$ cat src/logic/sti_pkg.sv
// Summary of operation
// RULE1: Characters are eight bits; seven-bit codes carry a forced one in bit seven.
// RULE2: The terminal printer ignores bit seven, sent as one or odd parity.
// RULE3: Characters pass both ways unaltered, with no code conversion.
// RULE4: Each character is an 11-unit serial frame at ten characters per second.
// RULE5: Frame is one start space, eight data bits LSB first, two stop marks.
// RULE6: Output half answers poll position 2, input half poll position 1.
// RULE7: Transfer vectors sit at 244-247 for output, 248-251 for input.
// RULE8: A fully received character sets the input done flag.
// RULE9: Reading the input buffer clears input done and error flags.
// RULE10: A character arriving while input done is set raises the error flag.
// RULE11: Software must read the input buffer within 100 ms of done.
// RULE12: With interrupts enabled, rising input done or error sets the input request.
// RULE13: A set input request drives the single serial interrupt level.
// RULE14: Reading the input status register clears the input request.
// RULE15: Writing the output buffer starts transmission and clears output done.
// RULE16: Output done sets again only after the character is fully sent.
// RULE17: With interrupts enabled, rising output done sets the output request.
// RULE18: Reading the output status register clears the output request.
// RULE19: Each half answers polls of its level while its request is set.
// RULE20: Each status register holds an interrupt enable gating request creation.
// RULE21: Done sits in bit seven of each status byte.
package sti_pkg;

  localparam logic [15:0] KEY_STATUS_ADDR   = 16'hFFF0;
  localparam logic [15:0] KEY_INPUT_ADDR    = 16'hFFF2;
  localparam logic [15:0] PRINT_STATUS_ADDR = 16'hFFF4;
  localparam logic [15:0] PRINT_OUTPUT_ADDR = 16'hFFF6;

  localparam int DONE_BIT  = 7;
  localparam int ERROR_BIT = 6;
  localparam int IE_BIT    = 6;

  localparam logic [2:0] KEY_POLL_POS   = 3'h1;
  localparam logic [2:0] PRINT_POLL_POS = 3'h2;
  localparam logic [7:0] KEY_VECTOR     = 8'hF8;
  localparam logic [7:0] PRINT_VECTOR   = 8'hF4;

  localparam int CLK_HZ         = 10000000;
  localparam int CHAR_PER_SEC   = 10;
  localparam int FRAME_UNITS    = 11;
  localparam int UNIT_CYCLES    = CLK_HZ / (CHAR_PER_SEC * FRAME_UNITS);
  localparam int HALF_UNIT      = UNIT_CYCLES / 2;
  localparam int DATA_BITS      = 8;
  localparam int STOP_UNITS     = 2;

  localparam logic [7:0] STATUS_RESET = 8'h00;

  typedef struct packed {
    logic        rd;
    logic        wr;
    logic [15:0] addr;
    logic [7:0]  wdata;
  } bus_req_t;

  typedef enum logic [1:0] {
    RX_IDLE  = 2'b00,
    RX_START = 2'b01,
    RX_DATA  = 2'b10,
    RX_STOP  = 2'b11
  } rx_state_t;

endpackage : sti_pkg

$ cat src/logic/serial_terminal_interface.sv
`timescale 1ns/100ps
module serial_terminal_interface #(
  parameter int UNIT_CYCLES = sti_pkg::UNIT_CYCLES
) (
  input  wire logic             clk,
  input  wire logic             rst_n,
  input  wire sti_pkg::bus_req_t bus_req,
  output logic [7:0]            bus_rdata,
  output logic                  bus_ack,
  input  wire logic             poll,
  input  wire logic [2:0]       poll_pos,
  output logic                  poll_ack,
  output logic [7:0]            poll_vector,
  output logic                  irq,
  input  wire logic             line_rx,
  output logic                  line_tx
);

  localparam int CW = 24;

  function automatic logic [CW-1:0] to_cw(input int v);
    to_cw = v[CW-1:0];
  endfunction : to_cw

  logic [CW-1:0]      unit_last;
  logic [CW-1:0]      half_last;
  assign unit_last = to_cw(UNIT_CYCLES - 1);
  assign half_last = to_cw(UNIT_CYCLES / 2 - 1);

  // Every strobe compares the full address, so no register is reached through an alias.
  function automatic logic addr_hit(input logic        strobe,
                                    input logic [15:0] addr,
                                    input logic [15:0] base);
    addr_hit = strobe && (addr == base);
  endfunction : addr_hit

  // Status byte assembly, shared by both halves.
  function automatic logic [7:0] status_byte(input logic done,
                                             input logic bit6);
    logic [7:0] s;
    s                     = sti_pkg::STATUS_RESET;
    s[sti_pkg::DONE_BIT]  = done;
    s[sti_pkg::ERROR_BIT] = bit6;
    status_byte           = s;
  endfunction : status_byte

  logic rd_kin;
  logic rd_kst;
  logic rd_pst;
  logic wr_kst;
  logic wr_pst;
  logic wr_pout;
  assign rd_kin  = addr_hit(bus_req.rd, bus_req.addr, sti_pkg::KEY_INPUT_ADDR);
  assign rd_kst  = addr_hit(bus_req.rd, bus_req.addr, sti_pkg::KEY_STATUS_ADDR);
  assign rd_pst  = addr_hit(bus_req.rd, bus_req.addr, sti_pkg::PRINT_STATUS_ADDR);
  assign wr_kst  = addr_hit(bus_req.wr, bus_req.addr, sti_pkg::KEY_STATUS_ADDR);
  assign wr_pst  = addr_hit(bus_req.wr, bus_req.addr, sti_pkg::PRINT_STATUS_ADDR);
  assign wr_pout = addr_hit(bus_req.wr, bus_req.addr, sti_pkg::PRINT_OUTPUT_ADDR);

  // Receiver.
  sti_pkg::rx_state_t rx_state_reg;
  logic [CW-1:0]      rx_cnt_reg;
  logic [3:0]         rx_bit_reg;
  logic [7:0]         rx_shift_reg;
  logic [7:0]         key_input_buffer_reg;
  logic               rx_done_pulse;
  logic               rx_line_q_reg;

  always_ff @(posedge clk or negedge rst_n) begin
    if (!rst_n) begin
      rx_line_q_reg <= 1'b1;
    end else begin
      rx_line_q_reg <= line_rx;
    end
  end

  logic rx_half_end;
  logic rx_cnt_end;
  assign rx_half_end = rx_cnt_reg == half_last;
  assign rx_cnt_end  = rx_cnt_reg == unit_last;

  always_ff @(posedge clk or negedge rst_n) begin
    if (!rst_n) begin
      rx_state_reg <= sti_pkg::RX_IDLE;
    end else begin
      case (rx_state_reg)
        sti_pkg::RX_IDLE: begin
          if (!rx_line_q_reg) begin
            rx_state_reg <= sti_pkg::RX_START; // [RULE5]
          end
        end
        sti_pkg::RX_START: begin
          // A glitch shorter than half a unit is dropped as noise.
          if (rx_half_end) begin
            rx_state_reg <= rx_line_q_reg ? sti_pkg::RX_IDLE : sti_pkg::RX_DATA;
          end
        end
        sti_pkg::RX_DATA: begin
          if (rx_cnt_end && rx_bit_reg == 4'(sti_pkg::DATA_BITS - 1)) begin
            rx_state_reg <= sti_pkg::RX_STOP;
          end
        end
        sti_pkg::RX_STOP: begin
          // Only the middle of the first stop unit is waited for, without checking the line, so back-to-back frames keep sync.
          if (rx_cnt_end) begin
            rx_state_reg <= sti_pkg::RX_IDLE;
          end
        end
        default: rx_state_reg <= sti_pkg::RX_IDLE;
      endcase
    end
  end

  always_ff @(posedge clk or negedge rst_n) begin
    if (!rst_n) begin
      rx_cnt_reg <= '0;
    end else if (rx_state_reg == sti_pkg::RX_IDLE) begin
      rx_cnt_reg <= '0;
    end else if ((rx_state_reg == sti_pkg::RX_START && rx_half_end) || rx_cnt_end) begin
      rx_cnt_reg <= '0;
    end else begin
      rx_cnt_reg <= rx_cnt_reg + 1'b1;
    end
  end

  always_ff @(posedge clk or negedge rst_n) begin
    if (!rst_n) begin
      rx_bit_reg <= 4'h0;
    end else if (rx_state_reg == sti_pkg::RX_START && rx_half_end) begin
      rx_bit_reg <= 4'h0;
    end else if (rx_state_reg == sti_pkg::RX_DATA && rx_cnt_end) begin
      rx_bit_reg <= rx_bit_reg + 1'b1;
    end
  end

  always_ff @(posedge clk or negedge rst_n) begin
    if (!rst_n) begin
      rx_shift_reg <= 8'h00;
    end else if (rx_state_reg == sti_pkg::RX_DATA && rx_cnt_end) begin
      rx_shift_reg <= {rx_line_q_reg, rx_shift_reg[7:1]}; // [RULE5] [RULE1]
    end
  end

  assign rx_done_pulse = rx_state_reg == sti_pkg::RX_STOP && rx_cnt_end;

  always_ff @(posedge clk or negedge rst_n) begin
    if (!rst_n) begin
      key_input_buffer_reg <= 8'h00;
    end else if (rx_done_pulse) begin
      key_input_buffer_reg <= rx_shift_reg; // [RULE3]
    end
  end

  // Input status.
  logic key_done_reg, key_err_reg, key_ie_reg, key_req_reg;

  always_ff @(posedge clk or negedge rst_n) begin
    if (!rst_n) begin
      key_done_reg <= 1'b0;
    end else if (rx_done_pulse) begin
      key_done_reg <= 1'b1; // [RULE8]
    end else if (rd_kin) begin
      key_done_reg <= 1'b0; // [RULE9]
    end
  end

  // A read in the same cycle as a new character counts as served in time.
  always_ff @(posedge clk or negedge rst_n) begin
    if (!rst_n) begin
      key_err_reg <= 1'b0;
    end else if (rx_done_pulse && key_done_reg && !rd_kin) begin
      key_err_reg <= 1'b1; // [RULE10]
    end else if (rd_kin) begin
      key_err_reg <= 1'b0; // [RULE9]
    end
  end

  always_ff @(posedge clk or negedge rst_n) begin
    if (!rst_n) begin
      key_ie_reg <= 1'b0;
    end else if (wr_kst) begin
      key_ie_reg <= bus_req.wdata[sti_pkg::IE_BIT]; // [RULE20]
    end
  end

  logic key_rise;
  assign key_rise = rx_done_pulse && (!key_done_reg || !key_err_reg);

  always_ff @(posedge clk or negedge rst_n) begin
    if (!rst_n) begin
      key_req_reg <= 1'b0;
    end else if (key_ie_reg && key_rise) begin
      key_req_reg <= 1'b1; // [RULE12]
    end else if (rd_kst) begin
      key_req_reg <= 1'b0; // [RULE14]
    end
  end

  // Transmitter. A write while busy is dropped so a frame is never torn.
  logic [10:0]   tx_frame_reg;
  logic [3:0]    tx_units_reg;
  logic [CW-1:0] tx_cnt_reg;
  logic          tx_busy_reg;
  logic          tx_load;
  logic          tx_unit_end;
  logic          tx_end;

  assign tx_load     = wr_pout && !tx_busy_reg;
  assign tx_unit_end = tx_busy_reg && tx_cnt_reg == unit_last;
  assign tx_end      = tx_unit_end && tx_units_reg == 4'(sti_pkg::FRAME_UNITS - 1);

  always_ff @(posedge clk or negedge rst_n) begin
    if (!rst_n) begin
      tx_frame_reg <= 11'h7FF;
    end else if (tx_load) begin
      tx_frame_reg <= {2'b11, bus_req.wdata, 1'b0}; // [RULE15] [RULE5] [RULE3]
    end else if (tx_unit_end) begin
      tx_frame_reg <= {1'b1, tx_frame_reg[10:1]};
    end
  end

  always_ff @(posedge clk or negedge rst_n) begin
    if (!rst_n) begin
      tx_units_reg <= 4'h0;
    end else if (tx_load) begin
      tx_units_reg <= 4'h0;
    end else if (tx_unit_end) begin
      tx_units_reg <= tx_units_reg + 1'b1;
    end
  end

  always_ff @(posedge clk or negedge rst_n) begin
    if (!rst_n) begin
      tx_cnt_reg <= '0;
    end else if (tx_load || tx_unit_end) begin
      tx_cnt_reg <= '0;
    end else if (tx_busy_reg) begin
      tx_cnt_reg <= tx_cnt_reg + 1'b1;
    end
  end

  always_ff @(posedge clk or negedge rst_n) begin
    if (!rst_n) begin
      tx_busy_reg <= 1'b0;
    end else if (tx_load) begin
      tx_busy_reg <= 1'b1;
    end else if (tx_end) begin
      tx_busy_reg <= 1'b0; // [RULE4]
    end
  end

  assign line_tx = tx_frame_reg[0];

  // Output status.
  logic prt_done_reg, prt_ie_reg, prt_req_reg;

  always_ff @(posedge clk or negedge rst_n) begin
    if (!rst_n) begin
      prt_done_reg <= 1'b1;
    end else if (tx_end) begin
      prt_done_reg <= 1'b1; // [RULE16]
    end else if (tx_load) begin
      prt_done_reg <= 1'b0; // [RULE15]
    end
  end

  always_ff @(posedge clk or negedge rst_n) begin
    if (!rst_n) begin
      prt_ie_reg <= 1'b0;
    end else if (wr_pst) begin
      prt_ie_reg <= bus_req.wdata[sti_pkg::IE_BIT]; // [RULE20]
    end
  end

  always_ff @(posedge clk or negedge rst_n) begin
    if (!rst_n) begin
      prt_req_reg <= 1'b0;
    end else if (prt_ie_reg && tx_end && !prt_done_reg) begin
      prt_req_reg <= 1'b1; // [RULE17]
    end else if (rd_pst) begin
      prt_req_reg <= 1'b0; // [RULE18]
    end
  end

  assign irq = key_req_reg || prt_req_reg; // [RULE13]

  // Poll response. The output half wins should both positions ever match.
  logic poll_prt_hit;
  logic poll_key_hit;
  assign poll_prt_hit = poll && poll_pos == sti_pkg::PRINT_POLL_POS;
  assign poll_key_hit = poll && poll_pos == sti_pkg::KEY_POLL_POS;

  always_comb begin
    poll_ack    = 1'b0;
    poll_vector = 8'h00;
    if (poll_prt_hit && prt_req_reg) begin
      poll_ack    = 1'b1; // [RULE6] [RULE19]
      poll_vector = sti_pkg::PRINT_VECTOR; // [RULE7]
    end else if (poll_key_hit && key_req_reg) begin
      poll_ack    = 1'b1; // [RULE6] [RULE19]
      poll_vector = sti_pkg::KEY_VECTOR; // [RULE7]
    end
  end

  // Register read data.
  always_ff @(posedge clk or negedge rst_n) begin
    if (!rst_n) begin
      bus_ack <= 1'b0;
    end else begin
      bus_ack <= bus_req.rd || bus_req.wr;
    end
  end

  // Unmapped reads return zero rather than stale data.
  always_ff @(posedge clk or negedge rst_n) begin
    if (!rst_n) begin
      bus_rdata <= 8'h00;
    end else if (rd_kin) begin
      bus_rdata <= key_input_buffer_reg;
    end else if (rd_kst) begin
      bus_rdata <= status_byte(key_done_reg, key_err_reg); // [RULE21]
    end else if (rd_pst) begin
      bus_rdata <= status_byte(prt_done_reg, prt_ie_reg); // [RULE21]
    end else begin
      bus_rdata <= 8'h00;
    end
  end

endmodule : serial_terminal_interface

$ cat config.mk
export PLATFORM = sky130hd
export DESIGN_NAME = serial_terminal_interface
export DESIGN_NICKNAME = d
export VERILOG_FILES = /design/src/logic/sti_pkg.sv /design/src/logic/serial_terminal_interface.sv
export SDC_FILE = /design/constraint.sdc
export NUM_CORES = 1
export LEC_CHECK = 0
export ABC_AREA = 1
export ABC_CLOCK_PERIOD_IN_PS = 1700
export BUFFER_PORTS_ARGS = -buffer_cell sky130_fd_sc_hd__buf_2
export CORE_MARGIN = 3
export CORE_UTILIZATION = 38
export CTS_CLUSTER_SIZE = 8
export DETAILED_ROUTE_END_ITERATION = 7
export SLEW_MARGIN = 20
export SYNTH_ARGS = -nofsm -noshare
export SYNTH_HDL_FRONTEND = slang
export SYNTH_SLANG_ARGS = --single-unit
export TNS_END_PERCENT = 20
$ cat constraint.sdc
create_clock -name clk -period 1.7 [get_ports clk]
set_clock_uncertainty 0.15 [all_clocks]
set_input_delay 0.085 -clock clk [delete_from_list [all_inputs] [get_ports clk]]
set_output_delay 0.085 -clock clk [all_outputs]
set_load 0.01 [all_outputs]
# Yosys cells after proc, flatten, opt, wreduce, memory -nomap -nowiden
# Cells that the tools add are included.
[op_classes]
addsub = 4
n_eq_ne = 18
n_mux = 34
n_reduce_logical = 43
[ops]
columns = ["op", "count"]
rows = [
  ["24-bit two-way mux", 4],
  ["16-bit equality test, second input constant", 4],
  ["24-bit by 1-bit adder with 24-bit output, second input constant", 2],
  ["24-bit by 17-bit equality test with 1-bit output, second input constant", 2],
  ["8-bit two-way mux", 5],
  ["24-bit by 16-bit equality test with 1-bit output, second input constant", 1],
  ["1-bit logical AND", 23],
  ["11-bit two-way mux", 2],
  ["4-bit two-way mux", 4],
  ["2-bit nonzero test", 8],
  ["1-bit two-way mux", 13],
  ["2-bit two-way mux", 5],
  ["4-bit by 1-bit adder with 4-bit output, second input constant", 2],
  ["2-bit inequality test, second input constant", 4],
  ["2-bit one-hot mux with 4 select lines", 1],
  ["1-bit zero test", 5],
  ["1-bit logical OR", 5],
  ["2-bit equality test, second input constant", 2],
  ["4-bit by 3-bit equality test with 1-bit output, second input constant", 1],
  ["4-bit equality test, second input constant", 1],
  ["4-bit AND reduction", 1],
  ["3-bit by 1-bit equality test with 1-bit output, second input constant", 1],
  ["3-bit by 2-bit equality test with 1-bit output, second input constant", 1],
  ["2-bit by 1-bit equality test with 1-bit output, second input constant", 1],
  ["2-bit zero test", 1],
]
[word_totals]
regBits = 103
input_bits = 33
out_inout_bits = 20
wordCells = 118

# Depth between registers and ports, before layout
[logic_depth]
word_depth = 6
ltp_mapped = 11
ltp_nobuf = 11

# Worst setup path after synthesis
# Ideal clock, no wire load.
[synth_path]
kind = "flip-flop to flip-flop"
startpoint = "reg tx_cnt_reg[0]"
endpoint = "reg tx_units_reg[1]"
setup_time_ns = 0.125
arrival_ns = 1.356
t_required_ns = 1.425
slack_ns = 0.070
stages_incl_launch_ff = 11
n_path_buf = 1
synth_period_minus_slack_ns = 1.630
path_cell_list = "dfrtp_1 -> inv_1 -> ha_1 -> nand2_1 -> nor2_2 -> nand3_2 -> nor2_2 -> nand2_2 -> nand2_2 -> buf_6 -> o22ai_1"
[synth_between]
elab_chain_len = 3
[synth_lines]
columns = ["item", "line_no", "text"]
rows = [
  ["start: declaration", "serial_terminal_interface.sv:202", "logic [CW-1:0] tx_cnt_reg;"],
  ["start signal: assignment", "serial_terminal_interface.sv:238", "tx_cnt_reg <= tx_cnt_reg + 1'b1;"],
  ["24-bit by 17-bit equality test with 1-bit output", "serial_terminal_interface.sv:209", "assign tx_unit_end = tx_busy_reg && tx_cnt_reg == unit_last;"],
  ["1-bit logical AND", "serial_terminal_interface.sv:209", ""],
  ["2-bit nonzero test (no source line)", "-", ""],
  ["end signal: assignment", "serial_terminal_interface.sv:228", "tx_units_reg <= tx_units_reg + 1'b1;"],
  ["end: declaration", "serial_terminal_interface.sv:201", "logic [3:0] tx_units_reg;"],
]
# Every way passes these cells.
# A chain may end at the register's enable or synchronous reset.

# Final worst setup path
[layout_path]
startpoint = "reg tx_cnt_reg[1]"
endpoint = "reg tx_units_reg[0]"
# Same word-level chain as after synthesis.

==> impl_metrics.py <==
metrics = {
    "worst_setup_path": {
        "r2r_slack_ns": -0.05,
        "critPathArrivalTime_ns": 1.83,
        "end_kind": "flip-flop",
        "crit_type": "reg2reg",
        "cp_max_fo": 5,
        "crit_path_start_kind": "flip-flop",
        "required_ns": 1.78,
    },
    "layout": {
        "final_nets": 904,
        "final_util_pct": 52.1,
        "n_fill_cell": 1329,
        "drive_gt1_share_pct": 30.1,
        "syn2layout_area_growth_pct": 32.1,
        "antenna_cells": 0,
    },
    "drt": {
        "wl_met2_um": 6550,
        "final_antenna_net_count": 0,
        "dr.pass1.iters": 4,
        "routedWlPerCell_um": 12.5,
        "wirelength_um": 13100,
        "drc_errors": 0,
        "viasPerCell": 4.68,
        "top_layer_used": "met4",
        "vias": 4901,
        "drt_iter0_drc": 381,
        "m1WireLength_um": 6120,
        "wl_met3_um": 320,
    },
    "power_and_ir_drop": {
        "switching_share_pct": 28.2,
        "p_seq_share_pct": 45.2,
        "leakagePower_nw": 3.49,
        "p_sw_mw": 1.59,
        "pwr-share-clk_pct": 38.1,
        "powerDensity_nw_per_um2": 766,
        "p_int_mw": 4.04,
        "share_comb_of_total_power_pct": 16.8,
        "vdd_drop_max_mv": 0.775,
    },
    "synth": {
        "synth-seq-cells": 101,
        "synth_area_um2": 5560,
        "synth_ff_type": "dfrtp_1",
        "yosysUniqueCellTypes": 37,
        "syn_avg_cell_area_um2": 7.71,
        "yosysSeqAreaShare_pct": 45.7,
        "yosys_warnings": 0,
        "synth_cells": 721,
        "async_flop_share_pct": 100,
        "synth_edf_count": 0,
    },
    "outcome": {
        "outcome": "finished, violations left",
        "violations": "setup timing",
    },
    "sta": {
        "fin_ws_ns": -0.0526,
        "fin_crit_ns": 1.75,
        "worst_slew_pin_slew_ns": 0.574,
        "fmax_mhz": 571,
        "rsz0062_at_grt": "yes",
        "whs_ns": 0.0118,
        "setup_tns_ns": -0.615,
        "fin_crit_sh_pct": 103,
        "report.final.slew_viol_count": 0,
        "hold_viol": 0,
        "relSlewSlack_pct": 61.7,
        "setup-violations-final": 32,
    },
    "die": {
        "fp.dieH_um": 127,
        "rows": 43,
        "die_x_um": 127,
        "start_util_pct": 39.4,
        "ios": 53,
        "coreArea_um2": 14100,
        "die_area_um2": 16100,
    },
    "grt": {
        "grt_pass1_wl_um": 22100,
        "grt_pass1_vias": 4770,
        "grt_overflow_total": 0,
        "grt_max_degree": 102,
        "grt_usage_pct": 16.6,
        "antenna_found_initial": 0,
    },
    "placement": {
        "gp_congestion": 0.859,
        "dp_hpwl_um": 9040,
        "port_buffers": 50,
    },
    "run": {
        "max_cap_viol_count": 0,
    },
    "cts": {
        "clk_pin_slew_worst_paths_ns": 0.07,
        "cts_sinks": 101,
        "clock_latency_ns": 0.35,
        "clock_path_buffers": 2,
        "cts_tree": "done",
        "htreeDepth": 3,
        "cts_made_buffers": 9,
        "cts_root_buf": "clkbuf_16",
    },
    "min_path": {
        "min_path_type": "in2reg",
    },
}
timing repair:
item / CTS / global route
endpoints found under the setup margin: 45 / 88
pin swaps: 11 / 20
gates cloned: 3 / 0
hold endpoints to repair: 103 / 0
hold buffers: 17 / 0
resized for setup: 30 / 50
setup buffers: 8 / 5
synthesized netlist by cell type (5+ instances only):
cell type / number / area [µm²]
a21oi_1: 14 / 70.1
buf_4: 8 / 60.1
dfrtp_1: 90 / 2250
dfstp_2: 11 / 289
ha_1: 8 / 100
inv_1: 93 / 349
inv_2: 8 / 30.0
nand2_1: 146 / 548
nand2_2: 11 / 68.8
nand3_1: 62 / 310
nand3_2: 5 / 50.1
nand4_1: 16 / 100
nor2_1: 124 / 465
nor2_2: 11 / 68.8
nor2_4: 8 / 90.1
nor3_1: 21 / 105
o21ai_0: 23 / 115
o21ai_2: 7 / 61.3
xor2_1: 21 / 184
worst max-delay path: stages (launching register included):
cell and delay (ns):
dfrtp_1 0.41, inv_2 0.09, ha_4 0.13, nand2_2 0.05, nor2_2 0.12, nand3_2 0.12
nand3b_1 0.33, o21ai_1 0.20, a21oi_1 0.05
cells in the final DEF (no fill, tap or decap), types with 5 or more instances in the layout:
cell,n
buf_2,49
inv_1,86
buf_4,68
nand2_2,19
a21oi_1,12
inv_2,14
dfrtp_1,83
nand2_4,5
nand3_2,7
nand2_1,135
dlygate4sd3_1,17
o21ai_1,5
nor2_2,16
o21ai_2,9
o21ai_0,18
nand3_1,57
buf_6,5
dfstp_2,11
nor2_4,12
nor3_1,17
nand4_1,16
clkbuf_16,9
xor2_1,21
dfrtp_2,7
buf_12,5
nor2_1,115
power groups by stage:
| stage | registers (mW) | clock network [mW] | logic, mW |
|---|---|---|---|
| final | 2.54 | 2.14 | 0.942 |
| after global routing | 2.55 | 2.28 | 1.06 |
| after CTS | 2.53 | 2.21 | 0.880 |
| after detailed placement | 2.58 | 0 | 0.690 |
| after global placement | 2.58 | 0 | 0.683 |
| after floorplan | 2.56 | 0 | 0.406 |
stage by stage:
stage | power, mW | std cells | cell area, µm² | setup slack (ns)
after global placement | 3.26 | 999 | 6450 | -0.0293
after global routing | 5.88 | 1048 | 7340 | -0.164
after CTS | 5.63 | 1043 | 7130 | -0.0419
final | 5.62 | 1048 | 7340 | -0.0526
after floorplan | 2.96 | 722 | 5560 | 0.0698
after detailed placement | 3.27 | 999 | 6450 | -0.0630
layer usage:
| layer | vias to the layer above | global-route usage (%) |
|---|---|---|
| met2 | 60 | 28.3 |
| met3 | 14 | 2.91 |
| met1 | 2284 | 22.0 |
| li1 | 2543 | - |
| met5 | - | 0 |
| met4 | 0 | 3.97 |
kinds of logic (layout without fill, tap and decap cells):
group | Yosys count | in the layout | share of synthesized area (%)
buf+inv | 120 | 263 | 9.14
fa+ha+maj | 8 | 8 | 1.80
xor+xnor | 24 | 24 | 3.78
other cells | 1 | 2 | 0.0675
compound gates | 53 | 53 | 5.56
flops | 101 | 101 | 45.7
simple gates | 414 | 417 | 33.9
worst paths after layout:
kind	endpoint	cells past startpoint	start
worst min register to register	tx_frame_reg[1]$_DFFE_PN1N_	2	tx_frame_reg[2]$_DFFE_PN1N_
worst min-delay path	tx_busy_reg$_DFFE_PN0P_	4	bus_req[11]
worst max register to register	tx_units_reg[0]$_DFFE_PN0N_	8	tx_cnt_reg[1]$_DFFE_PN0P_
worst max-delay path	tx_units_reg[0]$_DFFE_PN0N_	8	tx_cnt_reg[1]$_DFFE_PN0P_
max in group asynchronous	rx_cnt_reg[4]$_DFF_PN0_	3	rst_n
min in group asynchronous	tx_cnt_reg[17]$_DFFE_PN0P_	3	rst_n
area by class of cell:
type	count	area, µm²	share of cell area [%]
sequential	101	2550	34.7
tap	180	225	3.07
multi-input combinational	504	2790	38.0
clock buffer	10	229	3.12
timing repair buffer	144	1080	14.7
inverter	103	390	5.32
clock inverter	6	76.3	1.04
Power figures use the tool's default switching activity.
